<file path="src/core/bus_if_pkg.sv">
// Package: encodings and timing constants shared by both bus ends
package bus_if_pkg;

  // ************************************************************
  // Transfer encodings
  // ************************************************************
  localparam logic [1:0] TRAN_ADDR_ONLY = 2'h0;
  localparam logic [1:0] TRAN_NONSEQ    = 2'h1;
  localparam logic [1:0] TRAN_SEQ       = 2'h3;

  localparam logic [1:0] SIZE_BYTE      = 2'h0;
  localparam logic [1:0] SIZE_HALF      = 2'h1;
  localparam logic [1:0] SIZE_WORD      = 2'h2;

  localparam logic [1:0] BURST_NONE     = 2'h0;
  localparam logic [1:0] BURST_FOUR     = 2'h1;
  localparam logic [1:0] BURST_EIGHT    = 2'h2;

  localparam int         PROT_DATA_BIT  = 0;
  localparam int         PROT_PRIV_BIT  = 1;

  localparam logic [3:0] BURST_LEN_FOUR  = 4'h4;
  localparam logic [3:0] BURST_LEN_EIGHT = 4'h8;
  localparam logic [3:0] ONE_WORD        = 4'h1;
  // Strobe to first answer: system register plus two sync flops
  localparam logic [1:0] RESP_LATENCY    = 2'h3;

  // ************************************************************
  // Bus reset timing
  // ************************************************************
  localparam int         CLK_PERIOD_NS     = 20;
  localparam int         RESET_MIN_CYCLES  = 5;
  localparam logic [2:0] RESET_HOLD_CNT    = 3'(RESET_MIN_CYCLES);

  // ************************************************************
  // Slave response from one wait/error/last triple
  // ************************************************************
  typedef enum logic [1:0] {RESP_OKAY, RESP_WAIT, RESP_ERROR, RESP_RETRACT}
    resp_kind_t;

  function automatic resp_kind_t decode_resp(input logic wt,
                                             input logic er,
                                             input logic la);
    if (wt)
      return RESP_WAIT;
    else if (er && la)
      return RESP_RETRACT;
    else if (er)
      return RESP_ERROR;
    else
      return RESP_OKAY;
  endfunction : decode_resp

endpackage : bus_if_pkg

</file>
<file path="src/core/sys_bus_if.sv">
// Interface: shared system bus between processor master and system side
`timescale 1ns/1ps
interface sys_bus_if;
  logic        arbiter_grant;
  logic        slave_wait_resp_in;
  logic        slave_error_resp_in;
  logic        slave_last_resp_in;
  logic        bus_reset_n;
  logic        test_select;
  logic        direction_in;
  logic [31:0] addr;
  logic [1:0]  tran_type;
  logic [1:0]  xfer_size;
  logic [1:0]  burst;
  logic [1:0]  protection_info;
  logic        direction_out;
  logic        locked_transfer;
  logic        transfer_strobe;
  logic        noncached_more_words;
  logic        bus_request;
  logic        test_wait_resp_out;
  logic        test_error_resp_out;
  logic        test_last_resp_out;
  logic        resp_tristate_en;

  modport master (
    input  arbiter_grant, slave_wait_resp_in, slave_error_resp_in,
           slave_last_resp_in, bus_reset_n, test_select, direction_in,
    output addr, tran_type, xfer_size, burst, protection_info,
           direction_out, locked_transfer, transfer_strobe,
           noncached_more_words, bus_request, test_wait_resp_out,
           test_error_resp_out, test_last_resp_out, resp_tristate_en
  );

  modport system (
    output arbiter_grant, slave_wait_resp_in, slave_error_resp_in,
           slave_last_resp_in, bus_reset_n, test_select, direction_in,
    input  addr, tran_type, xfer_size, burst, protection_info,
           direction_out, locked_transfer, transfer_strobe,
           noncached_more_words, bus_request, test_wait_resp_out,
           test_error_resp_out, test_last_resp_out, resp_tristate_en
  );
endinterface : sys_bus_if

</file>
<file path="src/core/bus_master_end.sv">
// Processor-side bus master: request, transfer sequencing, test slave
// Overview of operation
// - Error response high marks a failed transfer
// - Error with last means retract, not error
// - Last high ends the burst at once
// - Lock asserted with strobe for indivisible pair
// - More-words high until final noncached burst word; dropped early while grant is lost
// - Protection bit zero: fetch 0, data 1
// - Protection bit one: user 0, supervisor 1
// - Size codes word 10, half 01, byte 00
// - Transfer type 00 idle, 01 nonseq, 11 seq
// - Wait high extends the current transfer
// - Direction high for write, low for read
// - Tristate enable gates test slave responses
// - Test slave drives own wait/error/last responses
// - Grant counts only while wait is low
// - Burst code 01 four words, 10 eight
// - Bus reset held at least five cycles by system
`timescale 1ns/1ps
module bus_master_end
  import bus_if_pkg::*;
(
  input  wire logic        sys_clk,      // System clock, 50 MHz
  input  wire logic        rst,          // Asynchronous reset, active high
  sys_bus_if.master        bus,          // Shared system bus
  input  wire logic        req_valid,    // Request a transfer
  input  wire logic [31:0] req_addr,     // Start address
  input  wire logic        req_write,    // Write when high
  input  wire logic [1:0]  req_size,     // Size code
  input  wire logic [3:0]  req_len,      // Words: 1, 4 or 8
  input  wire logic        req_data,     // Data access, else fetch
  input  wire logic        req_priv,     // Privileged access
  input  wire logic        req_lock,     // Lock with following transfer
  input  wire logic        req_noncached, // Noncached load multiple
  output logic             req_ready,    // Idle, request taken
  output logic             done_pulse,   // Transfer sequence ended
  output logic             done_error,   // Ended with error
  output logic             done_retract, // Ended with retract
  output logic             done_last     // Ended early by last response
);

  // ************************************************************
  // Input synchronisers (bus pins are outside this domain)
  // ************************************************************
  logic [6:0] sync1_r, sync2_r;
  logic       gnt, wt, er, la, brst_n, tsel, tdir;

  always_ff @(posedge sys_clk or posedge rst) begin
    if (rst) begin
      sync1_r <= 7'h00;
      sync2_r <= 7'h00;
    end else begin
      sync1_r <= {bus.arbiter_grant, bus.slave_wait_resp_in,
                  bus.slave_error_resp_in, bus.slave_last_resp_in,
                  bus.bus_reset_n, bus.test_select, bus.direction_in};
      sync2_r <= sync1_r;
    end
  end
  assign {gnt, wt, er, la, brst_n, tsel, tdir} = sync2_r;

  // ************************************************************
  // Transfer sequencer
  // ************************************************************
  typedef enum logic [1:0] {ST_IDLE, ST_REQ, ST_XFER} state_t;

  state_t      state_r,   state_nxt;
  logic [31:0] addr_r,    addr_nxt;
  logic [1:0]  tran_r,    tran_nxt;
  logic [1:0]  size_r,    size_nxt;
  logic [1:0]  burst_r,   burst_nxt;
  logic [1:0]  prot_r,    prot_nxt;
  logic        dir_r,     dir_nxt;
  logic        lock_r,    lock_nxt;
  logic        strobe_r,  strobe_nxt;
  logic        more_r,    more_nxt;
  logic        nc_r,      nc_nxt;
  logic        breq_r,    breq_nxt;
  logic [3:0]  left_r,    left_nxt;
  logic        ready_r,   ready_nxt;
  logic        done_r,    done_nxt;
  logic        derr_r,    derr_nxt;
  logic        dret_r,    dret_nxt;
  logic        dlast_r,   dlast_nxt;
  logic        lkp_r,     lkp_nxt;
  logic [1:0]  lat_r,     lat_nxt;
  resp_kind_t  resp;

  function automatic logic [1:0] burst_code(input logic [3:0] len);
    if (len == BURST_LEN_FOUR)
      return BURST_FOUR;
    else if (len == BURST_LEN_EIGHT)
      return BURST_EIGHT;
    else
      return BURST_NONE;
  endfunction : burst_code

  always_comb begin
    resp       = decode_resp(wt, er, la);
    state_nxt  = state_r;
    addr_nxt   = addr_r;
    tran_nxt   = tran_r;
    size_nxt   = size_r;
    burst_nxt  = burst_r;
    prot_nxt   = prot_r;
    dir_nxt    = dir_r;
    lock_nxt   = lock_r;
    strobe_nxt = strobe_r;
    more_nxt   = more_r;
    nc_nxt     = nc_r;
    breq_nxt   = breq_r;
    left_nxt   = left_r;
    ready_nxt  = ready_r;
    done_nxt   = 1'b0;
    derr_nxt   = derr_r;
    dret_nxt   = dret_r;
    dlast_nxt  = dlast_r;
    lkp_nxt    = lkp_r;
    lat_nxt    = lat_r;
    unique case (state_r)
      ST_IDLE: begin
        if (req_valid && ready_r) begin
          addr_nxt  = req_addr;
          size_nxt  = (req_size == SIZE_HALF) ? SIZE_HALF :
                      (req_size == SIZE_BYTE) ? SIZE_BYTE :
                      SIZE_WORD;
          dir_nxt   = req_write;
          prot_nxt[PROT_DATA_BIT] = req_data;
          prot_nxt[PROT_PRIV_BIT] = req_priv;
          burst_nxt = burst_code(req_len);
          left_nxt  = (req_len == 4'h0) ? ONE_WORD : req_len;
          nc_nxt    = req_noncached;
          lkp_nxt   = req_lock;
          breq_nxt  = 1'b1;
          ready_nxt = 1'b0;
          state_nxt = ST_REQ;
        end else begin
          // Held low below while the system keeps the bus in reset
          ready_nxt = 1'b1;
        end
      end
      ST_REQ: begin
        // Bus owned only once the previous owner is no longer waiting
        if (gnt && !wt) begin
          tran_nxt   = TRAN_NONSEQ;
          strobe_nxt = 1'b1;
          lock_nxt   = lkp_r;
          lat_nxt    = RESP_LATENCY;
          more_nxt   = nc_r && (left_r != ONE_WORD);
          state_nxt  = ST_XFER;
        end
      end
      ST_XFER: begin
        // Answers still in the sync pipe predate this strobe
        if (lat_r != 2'h0)
          lat_nxt = lat_r - 2'h1;
        else unique case (resp)
          RESP_WAIT: begin
            // Hold all address-phase outputs while extended
            state_nxt = ST_XFER;
          end
          RESP_OKAY: begin
            if (left_r == ONE_WORD || la) begin
              dlast_nxt = la && (left_r != ONE_WORD);
              derr_nxt  = 1'b0;
              dret_nxt  = 1'b0;
              state_nxt = ST_IDLE;
            end else begin
              left_nxt = left_r - ONE_WORD;
              addr_nxt = addr_r + 32'h4;
              tran_nxt = TRAN_SEQ;
              more_nxt = nc_r && (left_r != 4'h2);
            end
          end
          RESP_ERROR, RESP_RETRACT: begin
            derr_nxt  = (resp == RESP_ERROR);
            dret_nxt  = (resp == RESP_RETRACT);
            dlast_nxt = 1'b0;
            state_nxt = ST_IDLE;
          end
        endcase
        // Lost grant voids the more-words hint; the burst itself carries on
        if (!gnt && resp != RESP_WAIT && lat_r == 2'h0)
          more_nxt = 1'b0;
        if (state_nxt == ST_IDLE) begin
          tran_nxt   = TRAN_ADDR_ONLY;
          strobe_nxt = 1'b0;
          lock_nxt   = 1'b0;
          more_nxt   = 1'b0;
          burst_nxt  = BURST_NONE;
          breq_nxt   = 1'b0;
          ready_nxt  = 1'b1;
          done_nxt   = 1'b1;
        end
      end
      default: state_nxt = ST_IDLE;
    endcase
    // Bus reset from the system acts as a soft abort
    if (!brst_n) begin
      state_nxt  = ST_IDLE;
      tran_nxt   = TRAN_ADDR_ONLY;
      strobe_nxt = 1'b0;
      lock_nxt   = 1'b0;
      more_nxt   = 1'b0;
      breq_nxt   = 1'b0;
      ready_nxt  = 1'b0;
      done_nxt   = 1'b0;
    end
  end

  always_ff @(posedge sys_clk or posedge rst) begin
    if (rst) begin
      state_r  <= ST_IDLE;
      addr_r   <= 32'h0;
      tran_r   <= TRAN_ADDR_ONLY;
      size_r   <= SIZE_WORD;
      burst_r  <= BURST_NONE;
      prot_r   <= 2'h0;
      dir_r    <= 1'b0;
      lock_r   <= 1'b0;
      strobe_r <= 1'b0;
      more_r   <= 1'b0;
      nc_r     <= 1'b0;
      breq_r   <= 1'b0;
      left_r   <= ONE_WORD;
      ready_r  <= 1'b0;
      done_r   <= 1'b0;
      derr_r   <= 1'b0;
      dret_r   <= 1'b0;
      dlast_r  <= 1'b0;
      lkp_r    <= 1'b0;
      lat_r    <= 2'h0;
    end else begin
      state_r  <= state_nxt;
      addr_r   <= addr_nxt;
      tran_r   <= tran_nxt;
      size_r   <= size_nxt;
      burst_r  <= burst_nxt;
      prot_r   <= prot_nxt;
      dir_r    <= dir_nxt;
      lock_r   <= lock_nxt;
      strobe_r <= strobe_nxt;
      more_r   <= more_nxt;
      nc_r     <= nc_nxt;
      breq_r   <= breq_nxt;
      left_r   <= left_nxt;
      ready_r  <= ready_nxt;
      done_r   <= done_nxt;
      derr_r   <= derr_nxt;
      dret_r   <= dret_nxt;
      dlast_r  <= dlast_nxt;
      lkp_r    <= lkp_nxt;
      lat_r    <= lat_nxt;
    end
  end

  // ************************************************************
  // Test slave responses
  // ************************************************************
  // Always completes in one cycle, never errors: a trivial test target
  logic tsr_en_r, tsr_en_nxt, twait_r, twait_nxt;
  logic terr_r, terr_nxt, tlast_r, tlast_nxt;

  always_comb begin
    tsr_en_nxt = tsel;
    twait_nxt  = 1'b0;
    terr_nxt   = 1'b0;
    tlast_nxt  = tsel && tdir;
  end

  always_ff @(posedge sys_clk or posedge rst) begin
    if (rst) begin
      tsr_en_r <= 1'b0;
      twait_r  <= 1'b0;
      terr_r   <= 1'b0;
      tlast_r  <= 1'b0;
    end else begin
      tsr_en_r <= tsr_en_nxt;
      twait_r  <= twait_nxt;
      terr_r   <= terr_nxt;
      tlast_r  <= tlast_nxt;
    end
  end

  assign bus.addr                 = addr_r;
  assign bus.tran_type            = tran_r;
  assign bus.xfer_size            = size_r;
  assign bus.burst                = burst_r;
  assign bus.protection_info      = prot_r;
  assign bus.direction_out        = dir_r;
  assign bus.locked_transfer      = lock_r;
  assign bus.transfer_strobe      = strobe_r;
  assign bus.noncached_more_words = more_r;
  assign bus.bus_request          = breq_r;
  assign bus.test_wait_resp_out   = twait_r;
  assign bus.test_error_resp_out  = terr_r;
  assign bus.test_last_resp_out   = tlast_r;
  assign bus.resp_tristate_en     = tsr_en_r;
  assign req_ready    = ready_r;
  assign done_pulse   = done_r;
  assign done_error   = derr_r;
  assign done_retract = dret_r;
  assign done_last    = dlast_r;

endmodule : bus_master_end

</file>
<file path="src/flat_wrapper.sv">
// flat-port wrapper written by rule: the top's interface ports become plain ports
module bus_master_end_flat import bus_if_pkg::*;
  (sys_clk, rst, req_valid, req_addr, req_write, req_size, req_len, req_data, req_priv, req_lock, req_noncached, req_ready, done_pulse, done_error, done_retract, done_last, bus_arbiter_grant, bus_slave_wait_resp_in, bus_slave_error_resp_in, bus_slave_last_resp_in, bus_bus_reset_n, bus_test_select, bus_direction_in, bus_addr, bus_tran_type, bus_xfer_size, bus_burst, bus_protection_info, bus_direction_out, bus_locked_transfer, bus_transfer_strobe, bus_noncached_more_words, bus_bus_request, bus_test_wait_resp_out, bus_test_error_resp_out, bus_test_last_resp_out, bus_resp_tristate_en);
  sys_bus_if bus_i ();
  input  wire logic sys_clk;
  input  wire logic rst;
  input  wire logic req_valid;
  input  wire logic [31:0] req_addr;
  input  wire logic req_write;
  input  wire logic [1:0] req_size;
  input  wire logic [3:0] req_len;
  input  wire logic req_data;
  input  wire logic req_priv;
  input  wire logic req_lock;
  input  wire logic req_noncached;
  output logic req_ready;
  output logic done_pulse;
  output logic done_error;
  output logic done_retract;
  output logic done_last;
  input wire logic [$bits(bus_i.arbiter_grant)-1:0] bus_arbiter_grant;
  input wire logic [$bits(bus_i.slave_wait_resp_in)-1:0] bus_slave_wait_resp_in;
  input wire logic [$bits(bus_i.slave_error_resp_in)-1:0] bus_slave_error_resp_in;
  input wire logic [$bits(bus_i.slave_last_resp_in)-1:0] bus_slave_last_resp_in;
  input wire logic [$bits(bus_i.bus_reset_n)-1:0] bus_bus_reset_n;
  input wire logic [$bits(bus_i.test_select)-1:0] bus_test_select;
  input wire logic [$bits(bus_i.direction_in)-1:0] bus_direction_in;
  output wire logic [$bits(bus_i.addr)-1:0] bus_addr;
  output wire logic [$bits(bus_i.tran_type)-1:0] bus_tran_type;
  output wire logic [$bits(bus_i.xfer_size)-1:0] bus_xfer_size;
  output wire logic [$bits(bus_i.burst)-1:0] bus_burst;
  output wire logic [$bits(bus_i.protection_info)-1:0] bus_protection_info;
  output wire logic [$bits(bus_i.direction_out)-1:0] bus_direction_out;
  output wire logic [$bits(bus_i.locked_transfer)-1:0] bus_locked_transfer;
  output wire logic [$bits(bus_i.transfer_strobe)-1:0] bus_transfer_strobe;
  output wire logic [$bits(bus_i.noncached_more_words)-1:0] bus_noncached_more_words;
  output wire logic [$bits(bus_i.bus_request)-1:0] bus_bus_request;
  output wire logic [$bits(bus_i.test_wait_resp_out)-1:0] bus_test_wait_resp_out;
  output wire logic [$bits(bus_i.test_error_resp_out)-1:0] bus_test_error_resp_out;
  output wire logic [$bits(bus_i.test_last_resp_out)-1:0] bus_test_last_resp_out;
  output wire logic [$bits(bus_i.resp_tristate_en)-1:0] bus_resp_tristate_en;
  assign bus_i.arbiter_grant = bus_arbiter_grant;
  assign bus_i.slave_wait_resp_in = bus_slave_wait_resp_in;
  assign bus_i.slave_error_resp_in = bus_slave_error_resp_in;
  assign bus_i.slave_last_resp_in = bus_slave_last_resp_in;
  assign bus_i.bus_reset_n = bus_bus_reset_n;
  assign bus_i.test_select = bus_test_select;
  assign bus_i.direction_in = bus_direction_in;
  assign bus_addr = bus_i.addr;
  assign bus_tran_type = bus_i.tran_type;
  assign bus_xfer_size = bus_i.xfer_size;
  assign bus_burst = bus_i.burst;
  assign bus_protection_info = bus_i.protection_info;
  assign bus_direction_out = bus_i.direction_out;
  assign bus_locked_transfer = bus_i.locked_transfer;
  assign bus_transfer_strobe = bus_i.transfer_strobe;
  assign bus_noncached_more_words = bus_i.noncached_more_words;
  assign bus_bus_request = bus_i.bus_request;
  assign bus_test_wait_resp_out = bus_i.test_wait_resp_out;
  assign bus_test_error_resp_out = bus_i.test_error_resp_out;
  assign bus_test_last_resp_out = bus_i.test_last_resp_out;
  assign bus_resp_tristate_en = bus_i.resp_tristate_en;
  bus_master_end u_core (.sys_clk(sys_clk), .rst(rst), .bus(bus_i), .req_valid(req_valid), .req_addr(req_addr), .req_write(req_write), .req_size(req_size), .req_len(req_len), .req_data(req_data), .req_priv(req_priv), .req_lock(req_lock), .req_noncached(req_noncached), .req_ready(req_ready), .done_pulse(done_pulse), .done_error(done_error), .done_retract(done_retract), .done_last(done_last));
endmodule
</file>
<file path="config.mk">
export PLATFORM = sky130hd
export DESIGN_NAME = bus_master_end_flat
export DESIGN_NICKNAME = d
export VERILOG_FILES = /design/src/core/bus_if_pkg.sv /design/src/core/sys_bus_if.sv /design/src/core/bus_master_end.sv /design/src/flat_wrapper.sv
export SDC_FILE = /design/constraint.sdc
export NUM_CORES = 1
export LEC_CHECK = 0
export BUFFER_PORTS_ARGS = -buffer_cell sky130_fd_sc_hd__buf_2
export CAP_MARGIN = 5
export CORE_ASPECT_RATIO = 1.75
export CORE_MARGIN = 10
export CORE_UTILIZATION = 50
export CTS_CLUSTER_SIZE = 24
export DETAILED_ROUTE_END_ITERATION = 12
export GPL_TIMING_DRIVEN = 0
export PLACE_DENSITY = 0.77
export SETUP_SLACK_MARGIN = 0.2
export SLEW_MARGIN = 20
export SYNTH_ARGS = -nofsm -noshare
export SYNTH_HDL_FRONTEND = slang
export SYNTH_SLANG_ARGS = --single-unit
</file>
<file path="constraint.sdc">
create_clock -name sys_clk -period 3 [get_ports sys_clk]
set_input_delay 0.6 -clock sys_clk [delete_from_list [all_inputs] [get_ports sys_clk]]
set_output_delay 0.6 -clock sys_clk [all_outputs]
set_load 0.02 [all_outputs]
</file>
[Yosys cells after proc, flatten, opt, wreduce, memory -nomap -nowiden]
Index checks and enable logic that the tools add are counted.
Word-level totals
  bits in registers: 76
  bits of input ports: 53
  output and inout port bits: 54
  word-level logic and storage cells: 162
Cells by class
  $add $sub $neg: 3
  eq/ne operators: 31
  mux-type cells: 69
  bitwise logic cells: 1
  reductions and logical operators: 34
Operator list (number)
  two-way mux 32 bit: 4
  one-hot mux 32 bit (2 select lines): 1
  two-way mux 2 bit: 23
  adder 32 x 3 -> 32 bit, second input constant: 1
  two-way mux 1 bit: 22
  two-way mux 4 bit: 5
  one-hot mux 1 bit (2 select lines): 8
  inequality test 3 bit, second input constant: 5
  inequality test 5 bit, second input constant: 3
  AND reduction 5 bit: 3
  inequality test 2 x 1 -> 1 bit, second input constant: 6
  inequality test 4 bit, second input constant: 3
  one-hot mux 2 bit (2 select lines): 3
  one-hot mux 2 bit (3 select lines): 2
  AND reduction 3 bit: 4
  zero test 2 bit: 5
  logical AND 1 bit: 9
  one-hot mux 4 bit (2 select lines): 1
  nonzero test 2 bit: 4
  == test 2 x 1 -> 1 bit, second input constant: 3
  == test 2 bit, second input constant: 3
  inequality test 2 bit, second input constant: 3
  AND reduction 2 bit: 3
  == test 4 x 1 -> 1 bit, second input constant: 1
  12 further kinds: 13

[Logic depth before layout (Yosys ltp)]
  word-level depth: 12
  gate-level depth with buffers: 10
  gate-level depth less buffers: 7

[Worst setup path after synthesis]
No wires, ideal clock.
  path type: flip-flop to flip-flop
  from: register u_core.left_r[0]
  to: register u_core.addr_r[10] (netlist: u_core.bus.addr[10])
  arrival time: 1.958 ns
  setup slack: 0.905 ns
  stages on the path, launching flop included: 9
  buffers on the path: 2
  clock period less this slack: 2.095 ns
  cell sequence: dfstp_2 -> ha_1 -> or3b_1 -> and2_1 -> buf_2 -> o21ai_1 -> buf_2 -> a21oi_1 -> a2bb2oi_1
Between the ends
  cells in the longest elaborated chain, start to end: 4
RTL lines
  from (decl): RTL line bus_master_end.sv:78  | logic [3:0] left_r, left_nxt;
  from (signal assigned): RTL line bus_master_end.sv:245  | left_r <= left_nxt;
  == test 4 x 1 -> 1 bit: RTL line bus_master_end.sv:162  | if (left_r == ONE_WORD || la) begin
  logical OR 1 bit: RTL line bus_master_end.sv:162
  inequality test 2 bit (no line)
  AND reduction 5 bit (no line)
  to (signal assigned): RTL line bus_master_end.sv:234  | addr_r <= addr_nxt;
  to (decl): RTL line bus_master_end.sv:67  | logic [31:0] addr_r, addr_nxt;
No other way between the ends.
A chain may end at the register's enable or synchronous reset.

[Worst setup path in the final report]
  from: register u_core.state_r[0]
  to: register u_core.addr_r[19] (netlist: u_core.bus.addr[19])
Between the ends
  cells in the longest elaborated chain, start to end: 3
  elaborated cells on any way between the ends: 9
RTL lines
  from (decl): RTL line bus_master_end.sv:66  | state_t state_r, state_nxt;
  from (signal assigned): RTL line bus_master_end.sv:233  | state_r <= state_nxt;
  == test 2 bit / zero test 2 bit (equally long branches): RTL line bus_master_end.sv:119  | unique case (state_r)
  inequality test 2 bit (no line) (tied with other cells)
  AND reduction 5 bit (no line)
Parallel ways exist; a longest one is shown, timed or not.

==> results.tsv <==
stage	metric	value	unit
detailed_routing	DR vias	3766	
yosys	area leader, netlist	dfrtp_1	
detailed_routing	1st-iter DRT viols	357	
sta	minimum clock period	2.61	ns
sta	Setup-failing EPs final	0	
worst_hold_path	Worst Hold Class	in2async	
yosys	Seq/Total Area, Yosys	48.4	%
cts	H-tree Lvls	3	
cells_and_area	Register Area	1900	um2
cts	Hold-fix buffers, CTS	0	
die	die area	12000	um2
critical_path	CP Cell Sequence	inv_1 -> ha_1 -> clkbuf_1 -> clkbuf_1 -> buf_1 -> o41ai_1 -> a21oi_1 -> a21oi_1	
grt	initial antenna violation count	0	
sta	setup repair after global routing missed its margin	no	
cts	Num Clock Sinks	76	
yosys	Async SR Flop Fraction	100	%
sta	Fin. Hold Viols	0	
placed_design	DPL Wire Length	8750	um
placed_design	DP Area	4590	um2
cts	CTS Buf Count	9	
die	starting density of the core	51.6	%
power_and_ir_drop	Clk pwr share	21.5	%
detailed_routing	Initial DRT Pass Iterations	5	
cells_and_area	Multi-input gate area	1880	um2
cts	CTS root buffer	clkbuf_16	
run	max cap viols	0	
critical_path	worst setup path category	reg2reg	
power_and_ir_drop	Pwr per Cell Area	1120	nW/um2
grt	first-pass GRT wire length	18900	um
power_and_ir_drop	total power	0.00553	W
cells_and_area	Fillers	636	
detailed_routing	Antenna Nets Post-Route	0	
cells_and_area	nets	591	
cells_and_area	non-filler instance count after layout	622	
placed_design	number of I/O port buffers	104	
yosys	largest cells by area after synthesis	dfrtp_1 (47%), a21oi_1 (5.7%), nand2_1 (3.8%), o21ai_0 (3.4%), ha_1 (2.9%)	
cells_and_area	area growth from synthesis to layout	25.2	%
sta	Fmax achieved	383	MHz
yosys	cell count after synthesis	412	
detailed_routing	Detailed Route WL	11800	um
critical_path	CP max FO	10	
sta	Slew @ Worst Pin	0.630	ns
critical_path	CP required	3.20	ns
die	core box area	7620	um2
power_and_ir_drop	combinational power share	45.7	%
power_and_ir_drop	P_int	0.00308	W
detailed_routing	wire per inst	18.9	um
critical_path	Arr. time, crit path	2.81	ns
grt	total track usage	19.8	%
yosys	#FFs+latches synth	76	
critical_path	Crit path largest cell delay	0.46	ns
sta	final setup margin	0.387	ns
cells_and_area	commonest non-fill, non-tap cell in the layout	buf_2	
yosys	synthesized area	3930	um2
power_and_ir_drop	sw power	0.00245	W
grt	Overflow after GRT	0	
cells_and_area	share of layout cells above drive strength 1	30.0	%
cells_and_area	Post-Layout Inst Area	4920	um2
placed_design	# placed instances	606	
die	die height	137	um
yosys	post-synth cell types	66	
cts	clock buffer depth	2	
outcome	status	finished clean	
sta	Worst Skew	0.00567	ns
sta	period utilisation layout	87.1	%
die	I/O pin count	107	
die	Core Rows	42	
placed_design	Setup Slack @ Placement	0.315	ns
die	die width	87.0	um
yosys	main flop type after synthesis	dfrtp_1	
cts	Reg clk slew, reported paths	0.06	ns
power_and_ir_drop	register share of total power	32.9	%
yosys	Post-synth EDFFs	0	
cts	Setup Buffers After CTS	0	
critical_path	Critical Path Sink Type	register	
grt	largest net degree at the start of global routing	45	
sta	max-slew violation count	0	
detailed_routing	drt via density	6.05	
sta	final setup TNS	0	ns
critical_path	critical path startpoint category	register	
cells_and_area	ant diodes	0	
yosys	Synth top area share	47.1	%
detailed_routing	drt drc	0	
cts	post-CTS resize count	0	
grt	vias in the first global route	3870	
cells_and_area	commonest cells after routing, fill and taps aside	buf_2 (109), dfrtp_1 (74), a21oi_1 (45)	
cts	Clk Latency, worst-skew pair	0.34	ns
power_and_ir_drop	Leak	2.22	nW
sta	Rel. slew slack	58.0	%
critical_path	CP max stage cell	buf_1	
cts	CTS tree	built	
yosys	Mapped Avg Cell Area	9.54	um2
power_and_ir_drop	sw frac	44.3	%
placed_design	GP Congestion	0.913	
yosys	Synth Warn #	0	
power_and_ir_drop	VDD IR max	0.696	mV
[through the flow]
stage                     utilization (%)  hold slack [ns]
after floorplan                         -            0.331
after global placement               59.9            0.332
after detailed placement             60.2            0.338
after CTS                            64.5            0.273
after global routing                 64.6            0.299
final                                64.6            0.261
[worst max-delay path, delay by kind of cell (launching register included)]
family	cells	cell delay, ns
DFF	1	0.43
buffers and inverters	4	1.45
AOI/OAI and AO/OA	3	0.38
adders and majority gates	1	0.21
[cells in the mapped netlist, types with 10 or more instances]
library cell / count
dfrtp_1: 74
a21oi_1: 45
nand2_1: 40
o21ai_0: 27
nor2_1: 25
nand3_1: 19
inv_1: 15
clkbuf_1: 14
o22ai_1: 12
nand4_1: 10
[flip-flops by register name, indices dropped and copies added (netlist names), 2 cells and up]
signal and flops:
u_core.state_r 2, u_core.bus.tran_type 2, u_core.bus.xfer_size 2, u_core.bus.addr 32, u_core.bus.protection_info 2, u_core.lat_r 2, u_core.sync2_r 7, u_core.left_r 4
u_core.bus.burst 2, u_core.sync1_r 7
[cell type report]
type / instances / area share [%]
flip-flops and latches: 76 / 38.7
multi-input cells: 299 / 38.2
repair buffers: 105 / 11.0
clock buffers: 9 / 4.58
well taps: 88 / 2.24
plain buffers: 23 / 2.11
clock inverters: 7 / 2.03
inverters: 15 / 1.19
[power by group through the flow]
stage / Sequential (W) / Combinational (W) / Clock (W)
after detailed placement: 0.00183 / 0.00250 / 0
final: 0.00182 / 0.00253 / 0.00119
after floorplan: 0.00211 / 0.00137 / 0
after global placement: 0.00181 / 0.00245 / 0
after CTS: 0.00181 / 0.00252 / 0.00120
after global routing: 0.00187 / 0.00278 / 0.00124
[path summary, 6_finish.rpt]
kind | depth (start not counted) | slack (ns) | from | endpoint
max | 8 | 0.39 | u_core.state_r[0] | u_core.bus.addr[19]
min | 2 | 0.26 | rst | u_core.bus.direction_out
max reg2reg | 8 | 0.39 | u_core.state_r[0] | u_core.bus.addr[19]
min reg2reg | 0 | 0.35 | u_core.sync1_r[5] | u_core.sync2_r[5]
max in group asynchronous | 3 | 2.11 | rst | u_core.left_r[0]
min in group sys_clk | 0 | 0.35 | u_core.sync1_r[5] | u_core.sync2_r[5]
[routing by layer]
| layer | GRT usage, % | up-vias | part of all wire (%) |
|---|---|---|---|
| met1 | 22.4 | 1826 | 37 |
| met3 | 4.26 | 32 | 6.2 |
| met5 | 0 | - | 0 |
| met2 | 33.8 | 147 | 54 |
| met4 | 10.3 | 0 | 2.9 |
| li1 | - | 1761 | - |
[logic make-up (layout without fill, tap and decap cells)]
logic type / Yosys count / count (layout) / synth area share [%]
AOI/OAI and AO/OA: 136 / 136 / 22.0
adders and majority gates: 9 / 9 / 2.86
buffers and inverters: 38 / 159 / 3.98
other: 1 / 2 / 0.0954
muxes: 13 / 13 / 3.60
and+or+nand+nor: 139 / 139 / 19.0
DFF: 76 / 76 / 48.4
No activity file was read; power rests on OpenSTA's default activity.
